==> src/fls_pkg.sv <==
// Package for the flash LED mode and charge sequencer
`default_nettype none
package fls_pkg;
   // Drain select encodings
   localparam logic [1:0] DRAIN_NONE      = 2'h0;
   localparam logic [1:0] DRAIN_TO_MID    = 2'h1;
   localparam logic [1:0] DRAIN_TO_GND    = 2'h2;
   // Target voltage select meaning bypass torch
   localparam logic [2:0] TVS_BYPASS      = 3'h0;
   // Register byte offsets
   localparam logic [7:0] OFF_CTRL        = 8'h00;
   localparam logic [7:0] OFF_CFG         = 8'h04;
   localparam logic [7:0] OFF_STATUS      = 8'h08;
   // Control register fields
   localparam int CTRL_FILL_BIT   = 0;
   localparam int CTRL_BURST_BIT  = 1;
   localparam int CTRL_STEADY_BIT = 2;
   localparam int CTRL_DRAIN_LSB  = 4;
   // Config register fields
   localparam int CFG_FILL_I_LSB  = 0;
   localparam int CFG_PEAK_LSB    = 4;
   localparam int CFG_HIGH_PK_BIT = 8;
   localparam int CFG_TVS_LSB     = 12;
   // Reset values
   localparam logic [31:0] CTRL_RST = 32'h0000_0000;
   localparam logic [31:0] CFG_RST  = 32'h0000_0000;
   // AXI responses
   localparam logic [1:0] RESP_OKAY   = 2'h0;
   localparam logic [1:0] RESP_SLVERR = 2'h2;
   // Reset low time and clock rate
   localparam int RESET_LOW_NS = 300;
   localparam int CLK_PERIOD_NS = 40;
   localparam int RESET_LOW_CYC = (RESET_LOW_NS + CLK_PERIOD_NS - 1) / CLK_PERIOD_NS;
   // Operating modes
   typedef enum logic [2:0] {
      MODE_IDLE, MODE_CHARGE, MODE_FLASH, MODE_TORCH, MODE_BYPASS, MODE_DRAIN
   } fls_mode_e;
   // Charge phases
   typedef enum logic [2:0] {
      PH_OFF, PH_PRECHARGE, PH_LINEAR, PH_BOOST, PH_FULL
   } fls_phase_e;
   // Comparator inputs, one per output voltage threshold
   typedef struct packed {
      logic above_low;     // Output above 0.2 V
      logic above_vin;     // Output above input minus 0.1 V
      logic above_120;     // Output above 120 percent of input
      logic above_5v;      // Output above 5.0 V
      logic at_target;     // Output at target
      logic above_99;      // Output above 99 percent of target
      logic above_96;      // Output above 96 percent of target
   } fls_cmp_s;
   // Power stage controls
   typedef struct packed {
      logic       fixed_charge;   // Fixed 200 mA charge
      logic       set_charge;     // Programmed charge current
      logic [1:0] fill_current;
      logic       boost_on;
      logic       pwm_mode;       // Zero means PFM
      logic [2:0] peak_select;
      logic       peak_clamp;     // Clamp above 5.0 V
      logic       peak_1000ma;    // Clamp value: 1000 mA, else 500 mA
      logic       led_flash;
      logic       led_torch;
      logic       drain_on;
      logic       drain_to_gnd;
   } fls_pwr_s;
endpackage : fls_pkg
`default_nettype wire

==> src/fls_sequencer.sv <==
// Mode decoder, charge sequencer and AXI4-Lite register slave
`default_nettype none
module fls_sequencer
   import fls_pkg::*;
(
   input  wire  logic        aclk,
   input  wire  logic        aresetn,
   input  wire  logic        enable_pin,
   input  wire  logic        fill_pin,
   input  wire  fls_cmp_s    cmp_in,
   input  wire  logic [7:0]  s_axi_awaddr,
   input  wire  logic        s_axi_awvalid,
   output var   logic        s_axi_awready,
   input  wire  logic [31:0] s_axi_wdata,
   input  wire  logic [3:0]  s_axi_wstrb,
   input  wire  logic        s_axi_wvalid,
   output var   logic        s_axi_wready,
   output var   logic [1:0]  s_axi_bresp,
   output var   logic        s_axi_bvalid,
   input  wire  logic        s_axi_bready,
   input  wire  logic [7:0]  s_axi_araddr,
   input  wire  logic        s_axi_arvalid,
   output var   logic        s_axi_arready,
   output var   logic [31:0] s_axi_rdata,
   output var   logic [1:0]  s_axi_rresp,
   output var   logic        s_axi_rvalid,
   input  wire  logic        s_axi_rready,
   output var   fls_pwr_s    pwr_out,
   output var   logic        full_indicator,
   output var   fls_mode_e   mode_out
);

   // Pin and comparator synchronisers
   logic [8:0] sync1_reg;
   logic [8:0] sync2_reg;
   always_ff @(posedge aclk) begin
      if (!aresetn) begin
         sync1_reg <= 9'h000;
         sync2_reg <= 9'h000;
      end else begin
         sync1_reg <= {enable_pin, fill_pin, cmp_in};
         sync2_reg <= sync1_reg;
      end
   end
   fls_cmp_s cmp;
   logic     en_s;
   logic     fill_s;
   assign {en_s, fill_s} = sync2_reg[8:7];
   assign cmp = fls_cmp_s'(sync2_reg[6:0]);

   // Enable low: held reset of registers, mode, phase and outputs; bus channels keep running
   logic srst;
   assign srst = !aresetn || !en_s;

   // Software registers
   logic [31:0] ctrl_reg;
   logic [31:0] cfg_reg;

   // Field views
   logic       fill_bit;
   logic       burst_bit;
   logic       steady_bit;
   logic [1:0] drain_select;
   logic [1:0] fill_current;
   logic [2:0] inductor_peak_select;
   logic       high_output_peak_select;
   logic [2:0] target_voltage_select;
   assign fill_bit                = ctrl_reg[CTRL_FILL_BIT];
   assign burst_bit               = ctrl_reg[CTRL_BURST_BIT];
   assign steady_bit              = ctrl_reg[CTRL_STEADY_BIT];
   assign drain_select            = ctrl_reg[CTRL_DRAIN_LSB +: 2];
   assign fill_current            = cfg_reg[CFG_FILL_I_LSB +: 2];
   assign inductor_peak_select    = cfg_reg[CFG_PEAK_LSB +: 3];
   assign high_output_peak_select = cfg_reg[CFG_HIGH_PK_BIT];
   assign target_voltage_select   = cfg_reg[CFG_TVS_LSB +: 3];

   // Byte-lane merge
   function automatic logic [31:0] merge(input logic [31:0] old, input logic [31:0] nw, input logic [3:0] st);
      logic [31:0] r;
      r = old;
      for (int i = 0; i < 4; i++) begin
         if (st[i]) begin
            r[i*8 +: 8] = nw[i*8 +: 8];
         end
      end
      return r;
   endfunction : merge

   // AXI write channel capture
   logic        aw_have_reg;
   logic        w_have_reg;
   logic [7:0]  awaddr_reg;
   logic [31:0] wdata_reg;
   logic [3:0]  wstrb_reg;
   logic        do_write;
   logic        wr_ctrl;
   logic        wr_cfg;
   logic        wr_ok;
   assign do_write = aw_have_reg && w_have_reg && !s_axi_bvalid;
   assign wr_ctrl  = do_write && (awaddr_reg == OFF_CTRL);
   assign wr_cfg   = do_write && (awaddr_reg == OFF_CFG);
   assign wr_ok    = wr_ctrl || wr_cfg || (awaddr_reg == OFF_STATUS);

   always_ff @(posedge aclk) begin
      if (!aresetn) begin
         aw_have_reg   <= 1'b0;
         w_have_reg    <= 1'b0;
         s_axi_awready <= 1'b0;
         s_axi_wready  <= 1'b0;
         s_axi_bvalid  <= 1'b0;
         s_axi_bresp   <= RESP_OKAY;
         awaddr_reg    <= 8'h00;
         wdata_reg     <= 32'h0000_0000;
         wstrb_reg     <= 4'h0;
      end else begin
         s_axi_awready <= !aw_have_reg && !s_axi_awready && !s_axi_bvalid;
         s_axi_wready  <= !w_have_reg && !s_axi_wready && !s_axi_bvalid;
         if (s_axi_awvalid && s_axi_awready) begin
            aw_have_reg <= 1'b1;
            awaddr_reg  <= s_axi_awaddr;
         end
         if (s_axi_wvalid && s_axi_wready) begin
            w_have_reg <= 1'b1;
            wdata_reg  <= s_axi_wdata;
            wstrb_reg  <= s_axi_wstrb;
         end
         if (do_write) begin
            aw_have_reg  <= 1'b0;
            w_have_reg   <= 1'b0;
            s_axi_bvalid <= 1'b1;
            s_axi_bresp  <= wr_ok ? RESP_OKAY : RESP_SLVERR;
         end else if (s_axi_bvalid && s_axi_bready) begin
            s_axi_bvalid <= 1'b0;
         end
      end
   end

   // Register storage; enable low restores defaults
   always_ff @(posedge aclk) begin
      if (srst) begin
         ctrl_reg <= CTRL_RST;
         cfg_reg  <= CFG_RST;
      end else begin
         if (wr_ctrl) begin
            ctrl_reg <= merge(ctrl_reg, wdata_reg, wstrb_reg);
         end
         if (wr_cfg) begin
            cfg_reg <= merge(cfg_reg, wdata_reg, wstrb_reg);
         end
      end
   end

   // Mode decode, discharge first
   logic      fill_req;
   logic      torch_ok;
   fls_mode_e mode_next;
   fls_mode_e mode_reg;
   assign fill_req = en_s && (fill_s || fill_bit);
   assign torch_ok = fill_req && steady_bit && !burst_bit && (drain_select == DRAIN_NONE);
   assign mode_next =
      (drain_select == DRAIN_TO_MID || drain_select == DRAIN_TO_GND) ? MODE_DRAIN :
      (burst_bit && !steady_bit) ? MODE_FLASH :
      (torch_ok && target_voltage_select == TVS_BYPASS) ? MODE_BYPASS :
      torch_ok ? MODE_TORCH :
      fill_req ? MODE_CHARGE : MODE_IDLE;

   // Mode register, resampled every clock
   always_ff @(posedge aclk) begin
      if (srst) begin
         mode_reg <= MODE_IDLE;
      end else begin
         mode_reg <= mode_next;
      end
   end

   // Charge phase sequencer
   fls_phase_e phase_reg;
   fls_phase_e phase_next;
   logic       charge_allowed;
   assign charge_allowed = fill_req && (mode_next != MODE_DRAIN);
   always_comb begin
      phase_next = phase_reg;
      case (phase_reg)
         PH_OFF: begin
            if (charge_allowed) begin
               phase_next = PH_PRECHARGE;
            end
         end
         PH_PRECHARGE: begin
            if (cmp.above_low) begin
               phase_next = PH_LINEAR;
            end
         end
         PH_LINEAR: begin
            if (cmp.above_vin) begin
               phase_next = PH_BOOST;
            end
         end
         PH_BOOST: begin
            if (cmp.at_target) begin
               phase_next = PH_FULL;
            end
         end
         PH_FULL: begin
            if (!cmp.above_99) begin
               phase_next = PH_PRECHARGE;
            end
         end
         default: phase_next = PH_OFF;
      endcase
      if (!charge_allowed) begin
         phase_next = PH_OFF;
      end
   end

   always_ff @(posedge aclk) begin
      if (srst) begin
         phase_reg <= PH_OFF;
      end else begin
         phase_reg <= phase_next;
      end
   end

   // Full indicator: falls at target, rises below 96 percent
   logic full_next;
   assign full_next = cmp.at_target ? 1'b0 :
                      !cmp.above_96 ? 1'b1 : full_indicator;

   // Power stage controls from next phase and mode
   fls_pwr_s pwr_next;
   logic     boosting;
   assign boosting = (phase_next == PH_BOOST) || (mode_next == MODE_TORCH);
   always_comb begin
      pwr_next              = '0;
      pwr_next.fixed_charge = (phase_next == PH_PRECHARGE);
      pwr_next.set_charge   = (phase_next == PH_LINEAR);
      pwr_next.fill_current = fill_current;
      pwr_next.boost_on     = boosting && (mode_next != MODE_BYPASS);
      pwr_next.pwm_mode     = pwr_next.boost_on && cmp.above_120;
      pwr_next.peak_select  = inductor_peak_select;
      pwr_next.peak_clamp   = pwr_next.boost_on && cmp.above_5v;
      pwr_next.peak_1000ma  = high_output_peak_select;
      pwr_next.led_flash    = (mode_next == MODE_FLASH);
      pwr_next.led_torch    = (mode_next == MODE_TORCH) || (mode_next == MODE_BYPASS);
      pwr_next.drain_on     = (mode_next == MODE_DRAIN);
      pwr_next.drain_to_gnd = (drain_select == DRAIN_TO_GND);
   end

   // Output flops
   always_ff @(posedge aclk) begin
      if (srst) begin
         pwr_out        <= '0;
         full_indicator <= 1'b1;
         mode_out       <= MODE_IDLE;
      end else begin
         pwr_out        <= pwr_next;
         full_indicator <= full_next;
         mode_out       <= mode_next;
      end
   end

   // Read channel
   logic [31:0] status_word;
   logic [31:0] rd_word;
   logic        rd_hit;
   assign status_word = {21'h0, full_indicator, 2'h0, 1'b0, phase_reg, 1'b0, mode_reg};
   assign rd_hit  = (s_axi_araddr == OFF_CTRL) || (s_axi_araddr == OFF_CFG) || (s_axi_araddr == OFF_STATUS);
   assign rd_word = (s_axi_araddr == OFF_CTRL) ? ctrl_reg :
                    (s_axi_araddr == OFF_CFG)  ? cfg_reg  :
                    (s_axi_araddr == OFF_STATUS) ? status_word : 32'h0000_0000;

   always_ff @(posedge aclk) begin
      if (!aresetn) begin
         s_axi_arready <= 1'b0;
         s_axi_rvalid  <= 1'b0;
         s_axi_rdata   <= 32'h0000_0000;
         s_axi_rresp   <= RESP_OKAY;
      end else begin
         s_axi_arready <= !s_axi_arready && !s_axi_rvalid;
         if (s_axi_arvalid && s_axi_arready) begin
            s_axi_rvalid <= 1'b1;
            s_axi_rdata  <= rd_word;
            s_axi_rresp  <= rd_hit ? RESP_OKAY : RESP_SLVERR;
         end else if (s_axi_rvalid && s_axi_rready) begin
            s_axi_rvalid <= 1'b0;
         end
      end
   end

   // Checks
   a_drain_override: assert property (@(posedge aclk) disable iff (srst)
      (drain_select == DRAIN_TO_MID) |=> (mode_out == MODE_DRAIN && !pwr_out.led_flash && !pwr_out.fixed_charge))
      else $error("drain did not override");
   a_flash_decode: assert property (@(posedge aclk) disable iff (srst)
      (burst_bit && !steady_bit && drain_select == DRAIN_NONE) |=> pwr_out.led_flash)
      else $error("flash not entered");
   a_bypass_boost: assert property (@(posedge aclk) disable iff (srst)
      (mode_out == MODE_BYPASS) |-> !pwr_out.boost_on && pwr_out.led_torch)
      else $error("boost ran in bypass torch");
   a_torch_boost: assert property (@(posedge aclk) disable iff (srst)
      (mode_out == MODE_TORCH) |-> pwr_out.boost_on)
      else $error("torch without boost");
   a_charge_start: assert property (@(posedge aclk) disable iff (srst)
      ($rose(fill_req) && drain_select == DRAIN_NONE && phase_reg == PH_OFF) |=> pwr_out.fixed_charge)
      else $error("charge did not start");
   a_precharge_exit: assert property (@(posedge aclk) disable iff (srst)
      (phase_reg == PH_PRECHARGE && cmp.above_low && charge_allowed) |=> pwr_out.set_charge)
      else $error("stuck in fixed charge");
   a_full_falls: assert property (@(posedge aclk) disable iff (srst)
      cmp.at_target |=> !full_indicator)
      else $error("full indicator not low at target");
   a_full_rises: assert property (@(posedge aclk) disable iff (srst)
      (!cmp.above_96 && !cmp.at_target) |=> full_indicator)
      else $error("full indicator not high below 96 percent");
   a_power_down: assert property (@(posedge aclk) disable iff (srst)
      !fill_req |=> (!pwr_out.boost_on || mode_out == MODE_TORCH) && !pwr_out.fixed_charge && !pwr_out.set_charge)
      else $error("power stage on without request");
   a_recharge_99: assert property (@(posedge aclk) disable iff (srst)
      (phase_reg == PH_FULL && !cmp.above_99 && charge_allowed) |=> phase_reg == PH_PRECHARGE)
      else $error("no recharge at 99 percent");
   a_pwm_select: assert property (@(posedge aclk) disable iff (srst)
      pwr_out.pwm_mode |-> pwr_out.boost_on)
      else $error("pwm without boost");
   a_reset_hold: assert property (@(posedge aclk)
      (aresetn && !en_s) |=> (mode_out == MODE_IDLE && ctrl_reg == CTRL_RST))
      else $error("enable low did not reset");
   c_charge_full: cover property (@(posedge aclk) disable iff (srst) phase_reg == PH_BOOST ##1 phase_reg == PH_FULL);
   c_flash: cover property (@(posedge aclk) disable iff (srst) mode_out == MODE_FLASH);
   c_drain_charge: cover property (@(posedge aclk) disable iff (srst) mode_out == MODE_CHARGE ##1 mode_out == MODE_DRAIN);
   c_bypass: cover property (@(posedge aclk) disable iff (srst) mode_out == MODE_BYPASS);

endmodule : fls_sequencer
`default_nettype wire

==> config.mk <==
export PLATFORM = sky130hd
export DESIGN_NAME = fls_sequencer
export DESIGN_NICKNAME = d
export VERILOG_FILES = /design/src/fls_pkg.sv /design/src/fls_sequencer.sv
export SDC_FILE = /design/constraint.sdc
export NUM_CORES = 1
export LEC_CHECK = 0
export ABC_CLOCK_PERIOD_IN_PS = 2800
export BUFFER_PORTS_ARGS = -buffer_cell sky130_fd_sc_hd__buf_4
export CAP_MARGIN = 20
export CORE_AREA = 3 3 118 120
export CTS_BUF_LIST = sky130_fd_sc_hd__clkbuf_16
export DETAILED_ROUTE_END_ITERATION = 7
export DIE_AREA = 0 0 121 123
export GPL_ROUTABILITY_DRIVEN = 0
export PLACE_DENSITY = 0.78
export RECOVER_POWER = 100
export SKIP_LAST_GASP = 1
export SYNTH_ARGS = -nofsm -noshare
export SYNTH_HDL_FRONTEND = slang
export SYNTH_SLANG_ARGS = --single-unit
==> constraint.sdc <==
create_clock -name aclk -period 2.8 [get_ports aclk]
set_input_delay 0.28 -clock aclk [delete_from_list [all_inputs] [get_ports aclk]]
set_output_delay 0.28 -clock aclk [all_outputs]
set_load 0.02 [all_outputs]
After elaboration in Yosys (flattened, before gate mapping)
Cells that the tools add are included.

operators by class
  $add $sub $neg = 0
  $mul = 0
  div/mod/pow operators = 0
  magnitude comparators = 0
  equal/unequal tests = 20
  shift-type cells = 0
  muxes and demuxes = 22
  bitwise gates (word level) = 1
  reductions and logical operators = 60

operators with widths
  cell                  number
  $mux W32              2
  $logic_and A1 B1 Y1   24
  $mux W3               8
  $eq A3 B2 Y1 const B  6
  $eq A8 B3 Y1 const B  2
  $eq A8 B4 Y1 const B  2
  $logic_not A8 Y1      2
  $reduce_and A2 Y1     8
  $pmux W3 S5           1
  $logic_not A1 Y1      11
  $mux W11              1
  $eq A3 B3 Y1 const B  3
  $logic_or A1 B1 Y1    9
  $mux W1               7
  $eq A3 B1 Y1 const B  2
  $logic_not A3 Y1      2
  $mux W2               3
  $ne A3 B3 Y1 const B  2
  $reduce_bool A2 Y1    2
  $eq A2 B1 Y1 const B  1
  $eq A2 B2 Y1 const B  1
  $logic_not A2 Y1      1
  $ne A2 B1 Y1 const B  1
  $reduce_or A2 Y1      1
  $not A1 Y1            1

storage, ports and cells
  register bits after elaboration = 191
  latch bits = 0
  bits in writable memories = 0
  memory bits (read-only) = 0
  input port bits = 68
  output and inout bits = 60
  word-level logic and storage cells = 141
  memories = 0

Depth between registers and ports, before layout
  word-level depth = 16
  mapped depth = 6
  gate-level depth less buffers = 6

Worst setup path before layout
No wires, ideal clock.

  kind = reg-to-reg
  start = reg awaddr_reg[7]
  end = reg cfg_reg[0]
  library setup time = 0.128 ns
  arrival time = 1.803 ns
  required time = 2.672 ns
  slack = 0.869 ns
  cell stages (with the launch flop) = 6
  path buffers = 1
  clock period less this slack = 1.931 ns
  cell sequence = dfxtp_1 > or4_4 > buf_6 > nor4_4 > mux2i_1 > nor2_1

on the way
  longest elaborated chain between the ends = 3

RTL lines
  what                                RTL line              text
  start, declared                     fls_sequencer.sv:92   logic [7:0] awaddr_reg;
  start signal, assigned              fls_sequencer.sv:120  awaddr_reg <= s_axi_awaddr;
  $eq A8 B3 Y1                        fls_sequencer.sv:101  assign wr_cfg = do_write && (awaddr_reg == OFF_CFG);
  $logic_and A1 B1 Y1                 fls_sequencer.sv:101
  $reduce_and A2 Y1 (no source line)  -
  end signal, assigned                fls_sequencer.sv:148  cfg_reg <= merge(cfg_reg, wdata_reg, wstrb_reg);
  end, declared                       fls_sequencer.sv:57   logic [31:0] cfg_reg;

Every way passes these cells.
A chain may end at the register's enable or synchronous reset.

Final worst setup path
  start = reg awaddr_reg[7]
  end = reg cfg_reg[27]

Same word-level chain as after synthesis.

==> qor.yml <==
status: "finished, final reports clean"
wl_met1_um: 7580
critPathKind: "reg -> reg"
finalHoldViolCount: 0
worst-slew-pin-transition_ps: 1460
cpMaxStageDelayCell: "nor4_4"
power_mw: 5.19
post_cts_resize_count: 0
postCtsSetupRepairBufs: 0
layout_commonest_cell: "dfxtp_1"
grt_util_all_layers_pct: 23.4
overflow: 0
nets: 923
whs_ps: 63.2
setup_violations: 0
seq_area_sq_um: 3780
seq_area_frac_synth_pct: 53.2
netSwitchingFraction_pct: 23.1
dieArea_sq_um: 14900
dr_wl_met3_um: 1040
layout_common_cells: "189 x dfxtp_1, 108 x nor2_1, 95 x nand2_1"
cts_buffers: 17
critical_path.max_fanout: 8
synth.area.top_cells: "dfxtp_1 53%, mux2i_1 9.0%, nor2_1 5.8%"
synthCells: 747
num_rows: 42
grt_pass1_wl_um: 27600
routed_wl_um: 17300
p_sw_mw: 1.20
post-route-period-util_pct: 82.5
first_global_vias: 5635
port_buffers: 125
htreeDepth: 4
cap_violations: 0
peakVddDrop_mv: 0.425
drive_above_1_share_pct: 12.7
diodes: 0
ys_warn_count: 0
drcViolationCount: 0
antenna_found_initial: 0
async_flop_share_pct: 0
start_util_pct: 54.4
p_comb_share_pct: 7.1
fin_tns_setup_ps: 0
grt_max_degree: 76
first_pass_iters: 5
arrival_ps: 2570
fillers: 1105
clk_latency_ps: 430
post_drt_wl_per_cell_um: 16.7
area_growth_syn_to_layout_pct: 17.6
clk_pin_slew_ps: 60
cts_hold_buffers: 0
fmax_mhz: 433
hpwlAfterDp_um: 11700
drt_iter0_markers: 531
worstSetupEndpointType: "flop"
crit_required_ps: 3060
finalClockSkew_ps: 7.32
avgSynthCellArea_sq_um: 9.52
cp_top_family: "simple AND/OR/NAND/NOR gates"
synth_cell_types: 43
synth_ff_type: "dfxtp_1"
relSlewSlack_pct: 2.76
rr_worst_depth: 4
p_leak_nw: 3.28
post-route-min-period_ps: 2310
dr.max_layer_used: "met4"
seqPwrFrac_pct: 54.4
die_w_um: 121
hold_depth: 2
critPathBufInv: 0
drv_slew: 0
synth_top_area_share_pct: 53.2
intPower_mw: 3.99
synthesis.area_sq_um: 7110
clkPwrFrac_pct: 38.5
routed-via-count: 5750
multi_input_area_sq_um: 3060
clock-sinks: 189
core_area_sq_um: 13100
cts_tree: "done"
synth_edf_count: 0
slowest_delay_ps: 770
viasPerCell: 5.54
cp-start-kind: "flop"
ys_ff_latch: 189
hold_class: "in -> reg"
yosys.area.top_type: "dfxtp_1"
met2_length_um: 8250
power_density_nw_per_um2: 620
path_cells: "or4_1, nor4_4, mux2i_1, nor2_1"
antenna_left: 0
io_pins: 128
rsz0062_at_grt: "false"
cp.depth: 4
clk_path_buf_depth: 2
die_h_um: 123
cts-root-buf: "clkbuf_16"
[cell usage after synthesis, types with 8 or more instances]
cell      instances
nor2_1          109
nand2_1          95
a21boi_0         53
dfxtp_1         189
clkbuf_1         37
o21ai_0          30
mux2i_1          64
nand3_1          12
and2_1           21
a221oi_1         25
a21oi_1          16
nor2b_1           8
inv_1            10
[metrics by stage]
stage	util [%]	instances	setup WS, ps	cell area, sq um
6_report	63.9	1037	491	8370
5_1_grt	63.9	1037	353	8370
4_1_cts	65.9	1037	634	8620
3_5_place_dp	62.3	1010	521	8150
3_3_place_gp	62.3	1010	620	8150
2_1_floorplan	-	748	869	7120
[power by group through the flow]
stage	Sequential [mW]	Clock, mW	Combinational [mW]
floorplan	2.90	0	0.195
global placement	2.88	0	0.383
detailed placement	2.88	0	0.398
CTS	2.82	2.02	0.399
global route	2.83	2.13	0.404
finish	2.82	2.00	0.366
[layer usage]
layer,up-vias,GRT usage (%)
li1,2778,-
met1,2732,30.1
met2,204,38.0
met3,36,4.99
met4,0,11.0
met5,-,0
[final timing paths]
check,startpoint,slack (ps),endpoint
worst max register to register,awaddr_reg[7],490,cfg_reg[27]
worst min-delay path,cmp_in[5],60,sync1_reg[5]
worst max-delay path,awaddr_reg[7],490,cfg_reg[27]
worst min register to register,sync1_reg[7],430,sync2_reg[7]
[cell families (layout without fill, tap and decap cells)]
| logic type | count (synthesis) | count (layout) | share of synthesized area (%) |
|---|---|---|---|
| compound gates | 140 | 140 | 13.8 |
| fa+ha+maj | 2 | 2 | 0.352 |
| buf+inv | 60 | 173 | 3.59 |
| flops | 189 | 189 | 53.2 |
| mux | 64 | 64 | 9.01 |
| other cells | 1 | 2 | 0.0527 |
| simple gates | 291 | 291 | 20.0 |
[layout make-up]
cell class | count | share of cell area [%]
clock buffer | 17 | 5.09
clock inverter | 10 | 0.509
inverter | 10 | 0.449
multi-input combinational | 499 | 36.6
sequential | 189 | 45.2
tap | 176 | 2.63
timing repair buffer | 136 | 9.51
Note: power is estimated with default switching activity, not from simulation.
